File: src/include/dmc_pkg.sv
package dmc_pkg;

	localparam int          RES_BITS      = 12;
	localparam int          CHAN_COUNT    = 8;
	localparam int          CHAN_BITS     = 3;
	localparam int          MSB_PART      = 8;
	localparam int          LSB_PART      = 4;
	localparam int          BUS_LANES     = 8;
	localparam int          SYNC_STAGES   = 2;

	localparam int          CLK_MHZ       = 50;
	localparam int          STATUS_DLY_NS = 200;
	localparam int          HOLD_NS       = 500;
	localparam int          CONV_MAX_NS   = 10000;
	localparam int          STATUS_CYC    = (STATUS_DLY_NS * CLK_MHZ) / 1000;
	localparam int          HOLD_CYC      = (HOLD_NS * CLK_MHZ + 999) / 1000;
	localparam int          CONV_MAX_CYC  = (CONV_MAX_NS * CLK_MHZ) / 1000;
	localparam int          PIPE_CYC      = SYNC_STAGES + 2;
	localparam int          DLY_CYC       = STATUS_CYC - PIPE_CYC;
	localparam int          TRIAL_DIV     = 16;
	localparam logic [7:0]  SAMPLE_RST    = 8'h20;

	localparam int          ADDR_W        = 4;
	localparam logic [3:0]  OFS_CTRL      = 4'h0;
	localparam logic [3:0]  OFS_STATUS    = 4'h4;
	localparam logic [3:0]  OFS_RESULT    = 4'h8;
	localparam int          CTRL_SAMP_LO  = 0;
	localparam int          ST_BUSY       = 0;
	localparam int          ST_EOC        = 1;
	localparam int          ST_CHAN_LO    = 4;
	localparam int          ST_DESEL      = 7;

	localparam int          PIN_RC        = 0;
	localparam int          PIN_CS_B      = 1;
	localparam int          PIN_CE        = 2;
	localparam int          PIN_BYTE      = 3;
	localparam int          PIN_CH0       = 4;
	localparam int          PIN_DESEL     = 7;
	localparam int          PIN_LATCH     = 8;
	localparam int          PIN_CMP       = 9;
	localparam int          PIN_COUNT     = 10;

	typedef enum logic [2:0] {
		DMC_IDLE,
		DMC_DELAY,
		DMC_SAMPLE,
		DMC_TRIAL,
		DMC_HOLD
	} dmc_state_e;

endpackage : dmc_pkg

File: src/hw/dmc_top.sv
`timescale 1ns/1ps
module dmc_top (
	input  wire logic                         clock,
	input  wire logic                         rst_b,
	input  wire logic                         read_convert,
	input  wire logic                         chip_sel_b,
	input  wire logic                         chip_en,
	input  wire logic                         byte_addr,
	input  wire logic                         chan_addr_bit0,
	input  wire logic                         chan_addr_bit1,
	input  wire logic                         chan_addr_bit2,
	input  wire logic                         all_chan_deselect,
	input  wire logic                         addr_latch,
	input  wire logic                         cmp_keep,
	output logic                              busy,
	output logic [dmc_pkg::BUS_LANES-1:0]     data_out,
	output logic [dmc_pkg::BUS_LANES-1:0]     data_oe,
	output logic [dmc_pkg::CHAN_COUNT-1:0]    chan_sel,
	output logic                              mux_gnd,
	output logic [dmc_pkg::RES_BITS-1:0]      dac_code,
	input  wire logic [dmc_pkg::ADDR_W-1:0]   avs_address,
	input  wire logic                         avs_read,
	input  wire logic                         avs_write,
	input  wire logic [31:0]                  avs_writedata,
	output logic [31:0]                       avs_readdata,
	output logic                              avs_waitrequest
);

	////////////////////////////////////////////////////////////////////////
	// pin synchronisers and edge history

	logic [dmc_pkg::PIN_COUNT-1:0] pins_raw;
	logic [dmc_pkg::PIN_COUNT-1:0] pins;
	logic [dmc_pkg::PIN_COUNT-1:0] pins_prev;

	assign pins_raw = {cmp_keep, addr_latch, all_chan_deselect,
		chan_addr_bit2, chan_addr_bit1, chan_addr_bit0,
		byte_addr, chip_en, chip_sel_b, read_convert};

	dmc_sync #(
		.W (dmc_pkg::PIN_COUNT)
	) u_sync (
		.clock    (clock),
		.rst_b    (rst_b),
		.async_in (pins_raw),
		.sync_out (pins)
	);

	always_ff @(posedge clock or negedge rst_b) begin
		if (!rst_b) begin
			pins_prev <= '0;
		end else begin
			pins_prev <= pins;
		end
	end

	logic rc_s;
	logic cs_b_s;
	logic ce_s;
	logic ba_s;
	logic go_now;
	logic go_prev;
	logic rc_fall;
	logic latch_fall;
	logic start_req;

	assign rc_s    = pins[dmc_pkg::PIN_RC];
	assign cs_b_s  = pins[dmc_pkg::PIN_CS_B];
	assign ce_s    = pins[dmc_pkg::PIN_CE];
	assign ba_s    = pins[dmc_pkg::PIN_BYTE];
	assign go_now  = ce_s & ~cs_b_s & ~ba_s;
	assign go_prev = pins_prev[dmc_pkg::PIN_CE] & ~pins_prev[dmc_pkg::PIN_CS_B]
		& ~pins_prev[dmc_pkg::PIN_BYTE];
	assign rc_fall = pins_prev[dmc_pkg::PIN_RC] & ~rc_s;
	assign latch_fall = pins_prev[dmc_pkg::PIN_LATCH]
		& ~pins[dmc_pkg::PIN_LATCH];

	// enable high and select low gate every start
	assign start_req = (rc_fall & ce_s & ~cs_b_s)
		| (go_now & ~go_prev);

	////////////////////////////////////////////////////////////////////////
	// multiplexer address latch

	logic [dmc_pkg::CHAN_BITS-1:0] chan_q;
	logic                          desel_q;

	always_ff @(posedge clock or negedge rst_b) begin
		if (!rst_b) begin
			chan_q  <= '0;
			desel_q <= 1'b1;
		end else if (latch_fall) begin
			chan_q  <= pins[dmc_pkg::PIN_CH0 +: dmc_pkg::CHAN_BITS];
			desel_q <= pins[dmc_pkg::PIN_DESEL];
		end
	end

	always_ff @(posedge clock or negedge rst_b) begin
		if (!rst_b) begin
			chan_sel <= '0;
			mux_gnd  <= 1'b1;
		end else if (desel_q) begin
			chan_sel <= '0;
			mux_gnd  <= 1'b1;
		end else begin
			chan_sel <= dmc_pkg::CHAN_COUNT'(1) << chan_q;
			mux_gnd  <= 1'b0;
		end
	end

	////////////////////////////////////////////////////////////////////////
	// conversion sequencer

	dmc_pkg::dmc_state_e state;
	dmc_pkg::dmc_state_e next_state;
	logic [9:0]          count;
	logic [7:0]          sample_cyc;
	logic [3:0]          div_count;
	logic                trial_tick;
	logic                sar_clear;
	logic                sar_done;
	logic [dmc_pkg::RES_BITS-1:0] sar_val;
	logic [dmc_pkg::RES_BITS-1:0] sar_mask;
	logic [dmc_pkg::RES_BITS-1:0] result;
	logic                eoc;
	logic                eoc_set;
	logic                eoc_clr;

	assign sar_clear = (state == dmc_pkg::DMC_IDLE) && start_req;

	always_comb begin
		next_state = state;
		case (state)
			dmc_pkg::DMC_IDLE: begin
				if (start_req) begin
					next_state = dmc_pkg::DMC_DELAY;
				end
			end
			dmc_pkg::DMC_DELAY: begin
				if (count == 10'(dmc_pkg::DLY_CYC - 1)) begin
					next_state = dmc_pkg::DMC_SAMPLE;
				end
			end
			dmc_pkg::DMC_SAMPLE: begin
				if (count >= {2'b00, sample_cyc}) begin
					next_state = dmc_pkg::DMC_TRIAL;
				end
			end
			dmc_pkg::DMC_TRIAL: begin
				if (sar_done) begin
					next_state = dmc_pkg::DMC_HOLD;
				end
			end
			dmc_pkg::DMC_HOLD: begin
				if (count == 10'(dmc_pkg::HOLD_CYC - 1)) begin
					next_state = dmc_pkg::DMC_IDLE;
				end
			end
			default: begin
				next_state = dmc_pkg::DMC_IDLE;
			end
		endcase
	end

	// starts seen outside idle are dropped; nothing leaves a run early
	always_ff @(posedge clock or negedge rst_b) begin
		if (!rst_b) begin
			state <= dmc_pkg::DMC_IDLE;
		end else begin
			state <= next_state;
		end
	end

	always_ff @(posedge clock or negedge rst_b) begin
		if (!rst_b) begin
			count <= '0;
		end else if (next_state != state) begin
			count <= '0;
		end else if (state != dmc_pkg::DMC_IDLE) begin
			count <= count + 10'd1;
		end
	end

	// conversion clock runs only while trials are sequenced
	always_ff @(posedge clock or negedge rst_b) begin
		if (!rst_b) begin
			div_count  <= '0;
			trial_tick <= 1'b0;
		end else if (state != dmc_pkg::DMC_TRIAL) begin
			div_count  <= '0;
			trial_tick <= 1'b0;
		end else begin
			div_count  <= div_count + 4'd1;
			trial_tick <= (div_count == 4'(dmc_pkg::TRIAL_DIV - 1));
		end
	end

	dmc_sar #(
		.N (dmc_pkg::RES_BITS)
	) u_sar (
		.clock (clock),
		.rst_b (rst_b),
		.clear (sar_clear),
		.step  (trial_tick),
		.keep  (pins[dmc_pkg::PIN_CMP]),
		.sar   (sar_val),
		.mask  (sar_mask),
		.done  (sar_done)
	);

	always_ff @(posedge clock or negedge rst_b) begin
		if (!rst_b) begin
			dac_code <= '0;
		end else begin
			dac_code <= sar_val | sar_mask;
		end
	end

	// result register moves only when the last trial is decided
	always_ff @(posedge clock or negedge rst_b) begin
		if (!rst_b) begin
			result <= '0;
		end else if (state == dmc_pkg::DMC_TRIAL && sar_done) begin
			result <= sar_val;
		end
	end

	always_ff @(posedge clock or negedge rst_b) begin
		if (!rst_b) begin
			busy <= 1'b0;
		end else if (state == dmc_pkg::DMC_DELAY
			&& next_state == dmc_pkg::DMC_SAMPLE) begin
			busy <= 1'b1;
		end else if (state == dmc_pkg::DMC_HOLD
			&& next_state == dmc_pkg::DMC_IDLE) begin
			busy <= 1'b0;
		end
	end

	assign eoc_set = (state == dmc_pkg::DMC_HOLD)
		&& (next_state == dmc_pkg::DMC_IDLE);

	// a new end of conversion beats a clear in the same cycle
	always_ff @(posedge clock or negedge rst_b) begin
		if (!rst_b) begin
			eoc <= 1'b0;
		end else if (eoc_set) begin
			eoc <= 1'b1;
		end else if (eoc_clr) begin
			eoc <= 1'b0;
		end
	end

	////////////////////////////////////////////////////////////////////////
	// tri-state read-out

	logic read_ok;

	assign read_ok = rc_s & ~busy & (state == dmc_pkg::DMC_IDLE)
		& ce_s & ~cs_b_s;

	always_ff @(posedge clock or negedge rst_b) begin
		if (!rst_b) begin
			data_oe  <= '0;
			data_out <= '0;
		end else begin
			data_oe <= {dmc_pkg::BUS_LANES{read_ok}};
			if (!read_ok) begin
				data_out <= '0;
			end else if (ba_s) begin
				data_out <= {{(dmc_pkg::BUS_LANES - dmc_pkg::LSB_PART){1'b0}},
					result[dmc_pkg::LSB_PART-1:0]};
			end else begin
				data_out <= result[dmc_pkg::RES_BITS-1 -: dmc_pkg::MSB_PART];
			end
		end
	end

	////////////////////////////////////////////////////////////////////////
	// avalon slave: one wait cycle, then a single answer cycle

	logic        req;
	logic        take;
	logic [31:0] next_readdata;

	assign req  = avs_read | avs_write;
	assign take = req & ~avs_waitrequest;
	assign eoc_clr = take & avs_write & (avs_address == dmc_pkg::OFS_STATUS)
		& avs_writedata[dmc_pkg::ST_EOC];

	always_ff @(posedge clock or negedge rst_b) begin
		if (!rst_b) begin
			avs_waitrequest <= 1'b1;
		end else begin
			avs_waitrequest <= ~(req & avs_waitrequest);
		end
	end

	always_comb begin
		next_readdata = '0;
		if (avs_address == dmc_pkg::OFS_CTRL) begin
			next_readdata[dmc_pkg::CTRL_SAMP_LO +: 8] = sample_cyc;
		end else if (avs_address == dmc_pkg::OFS_STATUS) begin
			next_readdata[dmc_pkg::ST_BUSY] = busy;
			next_readdata[dmc_pkg::ST_EOC]  = eoc;
			next_readdata[dmc_pkg::ST_CHAN_LO +: dmc_pkg::CHAN_BITS] = chan_q;
			next_readdata[dmc_pkg::ST_DESEL] = desel_q;
		end else if (avs_address == dmc_pkg::OFS_RESULT) begin
			next_readdata[dmc_pkg::RES_BITS-1:0] = result;
		end else begin
			next_readdata = '0;
		end
	end

	always_ff @(posedge clock or negedge rst_b) begin
		if (!rst_b) begin
			avs_readdata <= '0;
		end else if (avs_read & avs_waitrequest) begin
			avs_readdata <= next_readdata;
		end
	end

	always_ff @(posedge clock or negedge rst_b) begin
		if (!rst_b) begin
			sample_cyc <= dmc_pkg::SAMPLE_RST;
		end else if (take && avs_write && avs_address == dmc_pkg::OFS_CTRL) begin
			sample_cyc <= avs_writedata[dmc_pkg::CTRL_SAMP_LO +: 8];
		end
	end

endmodule : dmc_top

File: src/hw/dmc_sync.sv
`timescale 1ns/1ps
module dmc_sync #(
	parameter int W = 1
) (
	input  wire logic         clock,
	input  wire logic         rst_b,
	input  wire logic [W-1:0] async_in,
	output logic      [W-1:0] sync_out
);

	logic [W-1:0] stage1;

	always_ff @(posedge clock or negedge rst_b) begin
		if (!rst_b) begin
			stage1   <= '0;
			sync_out <= '0;
		end else begin
			stage1   <= async_in;
			sync_out <= stage1;
		end
	end

endmodule : dmc_sync

File: src/hw/dmc_sar.sv
`timescale 1ns/1ps
module dmc_sar #(
	parameter int N = dmc_pkg::RES_BITS
) (
	input  wire logic         clock,
	input  wire logic         rst_b,
	input  wire logic         clear,
	input  wire logic         step,
	input  wire logic         keep,
	output logic      [N-1:0] sar,
	output logic      [N-1:0] mask,
	output logic              done
);

	// clear zeroes the register and aims at the top bit
	always_ff @(posedge clock or negedge rst_b) begin
		if (!rst_b) begin
			sar  <= '0;
			mask <= '0;
			done <= 1'b0;
		end else if (clear) begin
			sar  <= '0;
			mask <= {1'b1, {(N-1){1'b0}}};
			done <= 1'b0;
		end else if (step && mask != '0) begin
			if (keep) begin
				sar <= sar | mask;
			end
			mask <= mask >> 1;
			done <= (mask == {{(N-1){1'b0}}, 1'b1});
		end else begin
			done <= 1'b0;
		end
	end

endmodule : dmc_sar

File: config.mk
export PLATFORM = sky130hd
export DESIGN_NAME = dmc_top
export DESIGN_NICKNAME = d
export VERILOG_FILES = /design/src/include/dmc_pkg.sv /design/src/hw/dmc_top.sv /design/src/hw/dmc_sync.sv /design/src/hw/dmc_sar.sv
export SDC_FILE = /design/constraint.sdc
export NUM_CORES = 1
export LEC_CHECK = 0
export BUFFER_PORTS_ARGS = -buffer_cell sky130_fd_sc_hd__buf_2
export CAP_MARGIN = 20
export CORE_MARGIN = 5
export CORE_UTILIZATION = 50
export CTS_CLUSTER_DIAMETER = 30
export DETAILED_ROUTE_END_ITERATION = 10
export PLACE_DENSITY = 0.73
export SYNTH_ARGS = -nofsm -noshare
export SYNTH_HDL_FRONTEND = slang
export SYNTH_SLANG_ARGS = --single-unit
File: constraint.sdc
create_clock -name clock -period 2.4 [get_ports clock]
set_input_delay 0.48 -clock clock [delete_from_list [all_inputs] [get_ports clock]]
set_output_delay 0.48 -clock clock [all_outputs]
set_load 0.02 [all_outputs]
---- After elaboration in Yosys (flattened, before gate mapping) ----
Index checks and enable logic that the tools add are counted.
W data, S select, Z words.
word-level totals
  flip-flop bits (word level) ............. 161
  bits in latches ......................... 0
  RAM bits ................................ 0
  bits in read-only memories .............. 0
  input bits .............................. 50
  output and inout bits ................... 71
  logic and storage cells ................. 122
  memories ................................ 0
operators by class
  $add $sub $neg .......................... 2
  multipliers ............................. 0
  div/mod/pow operators ................... 0
  magnitude comparators ................... 1
  equality and inequality tests ........... 13
  shift-type cells ........................ 1
  muxes and demuxes ....................... 32
  bitwise operators ....................... 32
  reductions and logical operators ........ 18
operators by type and width
  operator                 count
  $mux W12                 6
  $mux W8                  4
  $mux W24                 1
  $mux W10                 2
  $and A1 B1 Y1            19
  $mux W3                  5
  $pmux W3 S5              1
  $eq A12 B1 Y1 const B    1
  $mux W4                  3
  $or A12 B12 Y12          1
  $reduce_bool A12 Y1      1
  $add A10 B1 Y10 const B  1
  $eq A10 B3 Y1 const B    1
  $eq A10 B5 Y1 const B    1
  $ge A10 B8 Y1            1
  $not A1 Y1               10
  $reduce_bool A2 Y1       5
  $eq A3 B2 Y1 const B     3
  $eq A4 B4 Y1 const B     2
  $mux W1                  8
  $shl A1 B3 Y8 const A    1
  $logic_and A1 B1 Y1      7
  $logic_not A3 Y1         2
  $add A4 B1 Y4 const B    1
  10 further kinds         12

---- Depth between registers and ports, before layout ----
Gate-level depths: netlist of the first run.
  word-level depth ........................ 12
  mapped depth ............................ 7
  depth with buffers taken out ............ 7

---- By module ----
A second synthesis of the first run with hierarchy kept.
second synthesis, totals
  cell total of the unflattened synthesis .. 474
  area, all modules ....................... 5733.0 um^2
by module, submodules not included
  module    times used  cells an instance  area an instance (um^2)  seq. area each (um^2)
  dmc_top   1           367                4211.5                   2307.2
  dmc_sar   1           87                 1021.0                   625.6
  dmc_sync  1           20                 500.5                    500.5

---- Worst setup path before layout of the first run ----
No wires, ideal clock.
  kind .................................... reg2reg
  start point ............................. register u_sar.mask[9]
  end point ............................... register u_sar.sar[1]
  arrival time ............................ 1862 ps
  slack ................................... 406 ps
  cell stages (with the launch flop) ...... 6
  path through ............................ dfrtp_1 -> or4_4 -> o41ai_4 -> nor2_4 -> a21oi_1 -> nor2_1
between the ends
  longest elaborated chain between the ends .. 4
ends and longest elaborated chain
  what                                 line           RTL
  from (decl)                          dmc_sar.sv:11  output logic [N-1:0] mask,
  from (signal assigned)               dmc_sar.sv:23  mask <= {1'b1, {(N-1){1'b0}}};
  from (signal assigned)               dmc_sar.sv:29  mask <= mask >> 1;
  $reduce_bool A12 Y1                  dmc_sar.sv:25  end else if (step && mask != '0) begin
  $logic_and A1 B1 Y1                  dmc_sar.sv:25
  $reduce_bool A2 Y1 (no source line)  -
  $reduce_and A2 Y1 (no source line)   -
  to (signal assigned)                 dmc_sar.sv:27  sar <= sar | mask;
  to (decl)                            dmc_sar.sv:10  output logic [N-1:0] sar,
Every way passes these cells.
A chain may end at the register's enable or synchronous reset.

---- Worst setup path in the final report of the first run ----
  start point ............................. register count[0]
  end point ............................... register count[8]
between the ends
  longest elaborated chain between the ends .. 5
  elaborated cells between the ends (all ways) .. 12
  those cells by class .................... add/sub: 1; order compare: 1; eq/ne: 3; mux: 6; reduce/logical: 1
ends and longest elaborated chain
  what                                            line                                            RTL
  from (decl)                                     dmc_top.sv:116                                  logic [9:0] count;
  from (signal assigned)                          dmc_top.sv:180                                  count <= count + 10'd1;
  $ge A10 B8 Y1, or another cell as far along     dmc_top.sv:145                                  if (count >= {2'b00, sample_cyc}) begin
  $mux W3 (on tied branches)                      dmc_top.sv:145, dmc_top.sv:140, dmc_top.sv:155
  $pmux W3 S5                                     dmc_top.sv:133                                  case (state)
  $ne A3 B3 Y1                                    dmc_top.sv:177                                  end else if (next_state != state) begin
  $mux W10 or $reduce_bool A2 Y1 (tied branches)  -
Parallel ways exist; a longest one is shown, timed or not. The select of a mux whose other input is x is not followed.

==> results of run 1 <==
==> what timing repair did <==
item,CTS,global route
hold endpoints to repair,21,0
buffers inserted,0,0
hold buffers,1,0
setup endpoints to repair,0,0
==> cell type report <==
type | count | area (um^2)
flip-flops and latches | 137 | 3433
multi-input cells | 304 | 1983
inverters | 16 | 60.06
repair buffers | 89 | 508.0
clock inverters | 14 | 155.1
fillers | 854 | 4229
clock buffers | 18 | 439.2
well taps | 140 | 175.2
==> routing by layer <==
layer / part of all wire / global-route usage / wire [um] / vias to the layer above
met5: 0 / 0 / 0 / -
met4: 0.012 / 0.06651 / 136 / 0
met3: 0.062 / 0.04145 / 708 / 14
met2: 0.48 / 0.2891 / 5492 / 120
met1: 0.45 / 0.2450 / 5094 / 1834
li1: - / - / - / 1768
==> registers in the layout, summed over array words and instances, names as in the netlist <==
register         cells
data_out             8
u_sync.sync_out     10
u_sar.mask          12
mux_gnd              1
sample_cyc           8
pins_prev            5
chan_sel             8
eoc                  1
chan_q               3
count               10
state                3
u_sar.sar           12
desel_q              1
div_count            4
dac_code            12
u_sar.done           1
data_oe              1
avs_waitrequest      1
result              12
u_sync.stage1       10
trial_tick           1
busy                 1
avs_readdata        12
==> cell families (layout without fill, tap and decap cells) <==
logic type | Yosys count | count (layout) | synth area share
AND/OR/NAND/NOR | 160 | 160 | 0.1448
flip-flops | 137 | 137 | 0.6067
AO/OA/AOI/OAI | 66 | 66 | 0.08026
buffers and inverters | 57 | 137 | 0.05660
multiplexers | 36 | 36 | 0.06898
adder cells (fa/ha/maj) | 12 | 12 | 0.02653
XOR/XNOR | 10 | 10 | 0.01548
other | 1 | 20 | 0.0006626
==> Yosys cell counts (2+ instances only) <==
| master | number |
|---|---|
| nor2_2 | 5 |
| nor4_1 | 4 |
| dfrtp_1 | 133 |
| buf_4 | 27 |
| and3_1 | 7 |
| mux2_2 | 24 |
| nand4b_1 | 2 |
| dfstp_2 | 4 |
| nand4_1 | 3 |
| nor4b_1 | 2 |
| clkbuf_1 | 9 |
| xor2_1 | 7 |
| nand2b_1 | 12 |
| nor3_1 | 8 |
| nand3_1 | 5 |
| nor2b_1 | 3 |
| buf_2 | 3 |
| ha_1 | 12 |
| nand2_1 | 37 |
| a22o_1 | 7 |
| inv_1 | 16 |
| a21oi_1 | 21 |
| a22oi_1 | 3 |
| xnor2_1 | 3 |
| a31oi_1 | 2 |
| nor2_1 | 43 |
| and2_1 | 4 |
| mux2i_1 | 12 |
| o41ai_1 | 2 |
| o21ai_0 | 21 |
| or2_2 | 13 |
| or3_1 | 3 |
| nor3b_1 | 2 |
==> power by group through the flow <==
stage          sequential [mW]  clock [mW]  combinational, mW
2_1_floorplan             2.67           0              0.626
3_3_place_gp              2.66           0              0.870
3_5_place_dp              2.66           0              0.898
4_1_cts                   2.63        2.63              0.911
5_1_grt                   2.65        2.74               1.02
6_report                  2.63        2.58              0.905
==> worst max-delay path, delay by kind of cell, from the launching register on <==
kind / cells / cell delay, ns
DFF: 1 / 0.45
AOI/OAI and AO/OA: 3 / 0.89
and+or+nand+nor: 2 / 0.36
adders and majority gates: 1 / 0.30
buffers and inverters: 1 / 0.12
==> through the flow <==
stage,total power [mW],setup slack (ns),cells
after global routing,6.407,0.02466,718
after CTS,6.171,0.1952,718
after global placement,3.527,0.2639,685
final,6.117,0.2102,718
after floorplan,3.296,0.4061,498
after detailed placement,3.563,0.2127,685
==> placed cells by master, fill, tap and decap left out, types with 16 or more instances in the layout <==
cell,instances
a21oi_1,21
buf_2,75
clkbuf_16,17
conb_1,20
dfrtp_1,133
inv_1,16
mux2_2,24
nand2_1,37
nor2_1,43
o21ai_0,21
==> worst max path at each step <==
stage / end / slack, ns / cells past startpoint
CTS: count[8]$_DFFE_PN0P_ / 0.20 / 7
global placement: count[1]$_DFFE_PN0P_ / 0.26 / 7
floorplan: u_sar.sar[1]$_DFFE_PN0P_ / 0.41 / 5
global route: count[1]$_DFFE_PN0P_ / 0.02 / 7
finish: count[8]$_DFFE_PN0P_ / 0.21 / 7
detailed placement: count[6]$_DFFE_PN0P_ / 0.21 / 7
==> results.toml, run 1 <==
[synthesis]
yosys.area.top_type = "dfrtp_1"
synth_enable_flop_cells = 0
yosysSeqAreaShare = 0.6067
yosys_warnings = 0
ys_ff_latch = 137
synth_area_um2 = 5659
syn_inst = 479
syn_area_per_cell_um2 = 11.81
synth_area_leaders = "dfrtp_1 (59%), mux2_2 (4.8%), buf_4 (3.6%)"
ys.flop_type = "dfrtp_1"
synthArstFlopShare = 1.000
synth.top_cell.area_share = 0.5881
ys_types = 53

[route]
wirelength_um = 11430
drt_iter0_markers = 203
first_pass_iters = 6
drcViolationCount = 0
antenna_left = 0
via_count = 3736
via_per_inst = 5.203
routedWlPerCell_um = 15.92

[grt]
grt_overflow = 0
grt_pass1_wl_um = 19130
grt_max_degree = 46
grt_pass1_vias = 3820
antenna_found_initial = 0
grt_usage = 0.1814

[setup_path]
cp_slowest_cell = "a2111oi_1"
reg2regPathDepth = 7
crit_start = "count[0]$_DFFE_PN0P_"
cp.required_ns = 2.74
cpPeakStageDelay_ns = 0.58
critical_path_class = "flip-flop to flip-flop"
cp.arrival_ns = 2.53
cp-end-kind = "flip-flop"
r2r-end = "count[8]$_DFFE_PN0P_"
r2r-start = "count[0]$_DFFE_PN0P_"
crit_path_cell_trace = "inv_1, ha_1, nor3b_1, o41ai_1, a2111oi_1, o22ai_4, nor2_1"
reg2reg_slack_ns = 0.21
crit_path_max_fanout = 9
cp-start-kind = "flip-flop"

[power]
switchingPower_mw = 1.788
swShare = 0.2923
power_density_nw_per_um2 = 905.7
ir_drop_mv = 0.4589
pwr-share-clk = 0.422
power_leakage_nw = 3.476
p_int_mw = 4.329
power_frac_comb = 0.148
seq_power_share = 0.430

[sta]
worst_pin_slew_ns = 0.6918
setup_violations = 0
final_max_slew_viol_count = 0
fin_crit_sh = 0.9124
fin_worst_skew_ns = 0.009759
final.setup.tns_ns = 0
hold_slack_ns = 0.1649
final-hold-violation-count = 0
fmax_ghz = 0.4567
rsz0062_at_grt = "no"
slew_headroom = 0.5377
fin_crit_ns = 2.190

[die]
dieArea_um2 = 13550
initial_core_util = 0.5153
io_pins = 121
rows = 38
die_w_um = 116.4
core_area_um2 = 10980
die_h_um = 116.4

[layout]
drive_gt1_frac = 0.2993
fin_nets = 627
design_area_um2 = 6754
utilization = 0.6149
n_antenna_cell = 0
layout-area-overhead-vs-synth_pct = 19.35

[clocking]
cts_buffer_depth = 2
cts.sinks = 137
numCtsBuffers = 17
path_clk_slew_ns = 0.07
cts_resized = 0
cts-root-buf = "clkbuf_16"
clk_latency_ns = 0.41
cts_tree = "done"
htreeDepth = 4

[placement]
gp_congestion = 0.8105
dp_hpwl_um = 7844
placed_area_um2 = 6150
portBuffers = 76

[hold_path]
hold_path_depth = 1
worst_hold_path.endpoint = "u_sync.stage1[1]$_DFF_PN0_"
hp-class = "input pin to flip-flop"
min_from = "chip_sel_b"

[job]
drv_cap = 0

[outcome]
outcome = "finished clean"
(Power assumes the default switching activity.)
==> run 2, diff against run 1 <==
--- a/config.mk
+++ b/config.mk
@@ -7,11 +7,13 @@
 export LEC_CHECK = 0
 export BUFFER_PORTS_ARGS = -buffer_cell sky130_fd_sc_hd__buf_2
 export CAP_MARGIN = 20
+export CELL_PAD_IN_SITES_DETAIL_PLACEMENT = 0
+export CELL_PAD_IN_SITES_GLOBAL_PLACEMENT = 1
 export CORE_MARGIN = 5
-export CORE_UTILIZATION = 50
+export CORE_UTILIZATION = 43
 export CTS_CLUSTER_DIAMETER = 30
 export DETAILED_ROUTE_END_ITERATION = 10
-export PLACE_DENSITY = 0.73
+export PLACE_DENSITY = 0.79
 export SYNTH_ARGS = -nofsm -noshare
 export SYNTH_HDL_FRONTEND = slang
 export SYNTH_SLANG_ARGS = --single-unit
==> results.toml, run 2 (synthesis results as in run 1) <==
[outcome]
outcome = "finished clean"

[die]
rows = 42
core_area_um2 = 13090
io_pins = 121
initial_core_util = 0.4325
dieArea_um2 = 15560
die_w_um = 124.7
die_h_um = 124.7

[route]
wirelength_um = 11860
via_count = 3702
top_layer = "met4"
antenna_left = 0
route.layer.met1.wl_um = 5215
routedWlPerCell_um = 15.65
route.met3.wl_um = 518
drt_iter0_markers = 220
drcViolationCount = 0
via_per_inst = 4.884
first_pass_iters = 6
dr_wl_met2_um = 6006

[clocking]
clk_latency_ns = 0.42
cts_tree = "done"
path_clk_slew_ns = 0.06
htreeDepth = 4
cts-root-buf = "clkbuf_16"
cts_buffer_depth = 2
post_cts_buffers = 0
cts.sinks = 137
numCtsBuffers = 17
hold_buffers = 0
cts_resized = 0

[layout]
layout_commonest_cell = "dfrtp_1"
layout_common_cells = "dfrtp_1 (133), buf_2 (75), nor2_1 (43)"
layout-area-overhead-vs-synth_pct = 21.05
utilization = 0.5235
fillers = 1138
fin_nets = 631
n_antenna_cell = 0
drive_gt1_frac = 0.3041

[sta]
final-hold-violation-count = 0
fin_crit_ns = 2.163
setup_violations = 0
fmax_ghz = 0.4623
rsz0062_at_grt = "no"
final.setup.tns_ns = 0
fin_crit_sh = 0.9013
final_max_slew_viol_count = 0
fin_worst_skew_ns = 0.009028
slew_headroom = 0.5526
worst_pin_slew_ns = 0.6694

[placement]
portBuffers = 76
gp_congestion = 0.8300
dp_hpwl_um = 8458

[grt]
grt_pass1_vias = 3830
grt_max_degree = 59
grt_pass1_wl_um = 19950
grt_usage = 0.1618
antenna_found_initial = 0
grt_overflow = 0

[power]
ir_drop_mv = 0.4870
power_leakage_nw = 3.492
power_density_nw_per_um2 = 903.1

[setup_path]
cp.arrival_ns = 2.51
cp-start-kind = "flip-flop"
crit_path_max_fanout = 9
critical_path_class = "flip-flop to flip-flop"
cp-end-kind = "flip-flop"
cp.required_ns = 2.74

[hold_path]
hp-class = "input pin to asynchronous set/reset pin"

[job]
drv_cap = 0
## run 2: cell count changes in the layout (fill, tap and decap cells not counted), sizes merged
cell / change
inv: -5
bufinv: +2
dlygate4sd3: -1
buf: +5
clkinvlp: +3
## run 2: routing by layer
| metal | vias up | GRT usage |
|---|---|---|
| met4 | 0 | 0.05222 |
| met1 | 1840 | 0.2079 |
| met3 | 11 | 0.05189 |
| met5 | - | 0 |
| met2 | 83 | 0.2608 |
| li1 | 1768 | - |
## run 2: area by class of cell
| type | count | area, um^2 | area share |
|---|---|---|---|
| clock buffer | 18 | 429.2 | 0.06265 |
| clock inverter | 14 | 172.7 | 0.02521 |
| inverter | 16 | 60.06 | 0.008767 |
| multi-input combinational | 304 | 1983 | 0.2895 |
| sequential | 137 | 3433 | 0.5012 |
| tap | 176 | 220.2 | 0.03215 |
| timing repair buffer | 93 | 551.8 | 0.08055 |
## run 2: power by group
| group | total, mW | switching, mW | internal (mW) | leakage [nW] |
|---|---|---|---|---|
| clock | 2.63 | 0.988 | 1.64 | 0.285 |
| combinational | 0.931 | 0.560 | 0.371 | 1.40 |
| sequential | 2.63 | 0.148 | 2.48 | 1.81 |
## run 2: final timing paths
check                                                    end  depth (start not counted)                        from  slack, ns
max in group asynchronous             result[10]$_DFFE_PN0P_                          3                       rst_b       1.60
min in group clock                u_sync.stage1[0]$_DFF_PN0_                          1                read_convert       0.17
worst min-delay path                   chan_sel[2]$_DFF_PN0_                          1                       rst_b       0.03
worst max register to register          count[4]$_DFFE_PN0P_                          8        count[0]$_DFFE_PN0P_       0.24
worst min register to register  u_sync.sync_out[1]$_DFF_PN0_                          0  u_sync.stage1[1]$_DFF_PN0_       0.34
worst max-delay path                    count[4]$_DFFE_PN0P_                          8        count[0]$_DFFE_PN0P_       0.24
## run 2: per-stage QoR
step	area, um^2	hold slack (ns)	power, mW	cells	setup slack [ns]
CTS	6850	0.05320	6.253	758	0.2297
finish	6850	0.02915	6.187	758	0.2370
global placement	6248	0.3338	3.572	726	0.2656
detailed placement	6248	0.3347	3.603	726	0.2302
floorplan	5731	0.1844	3.296	498	0.4061
global route	6850	0.07078	6.496	758	0.06171
## run 2: worst max-delay path, stage by stage (launching register included)
cell       delay (ns)
dfrtp_1          0.46
inv_1            0.14
ha_1             0.31
nor3b_1          0.23
o41ai_1          0.11
a2111oi_1        0.41
buf_4            0.19
o22ai_4          0.10
nor2_1           0.13
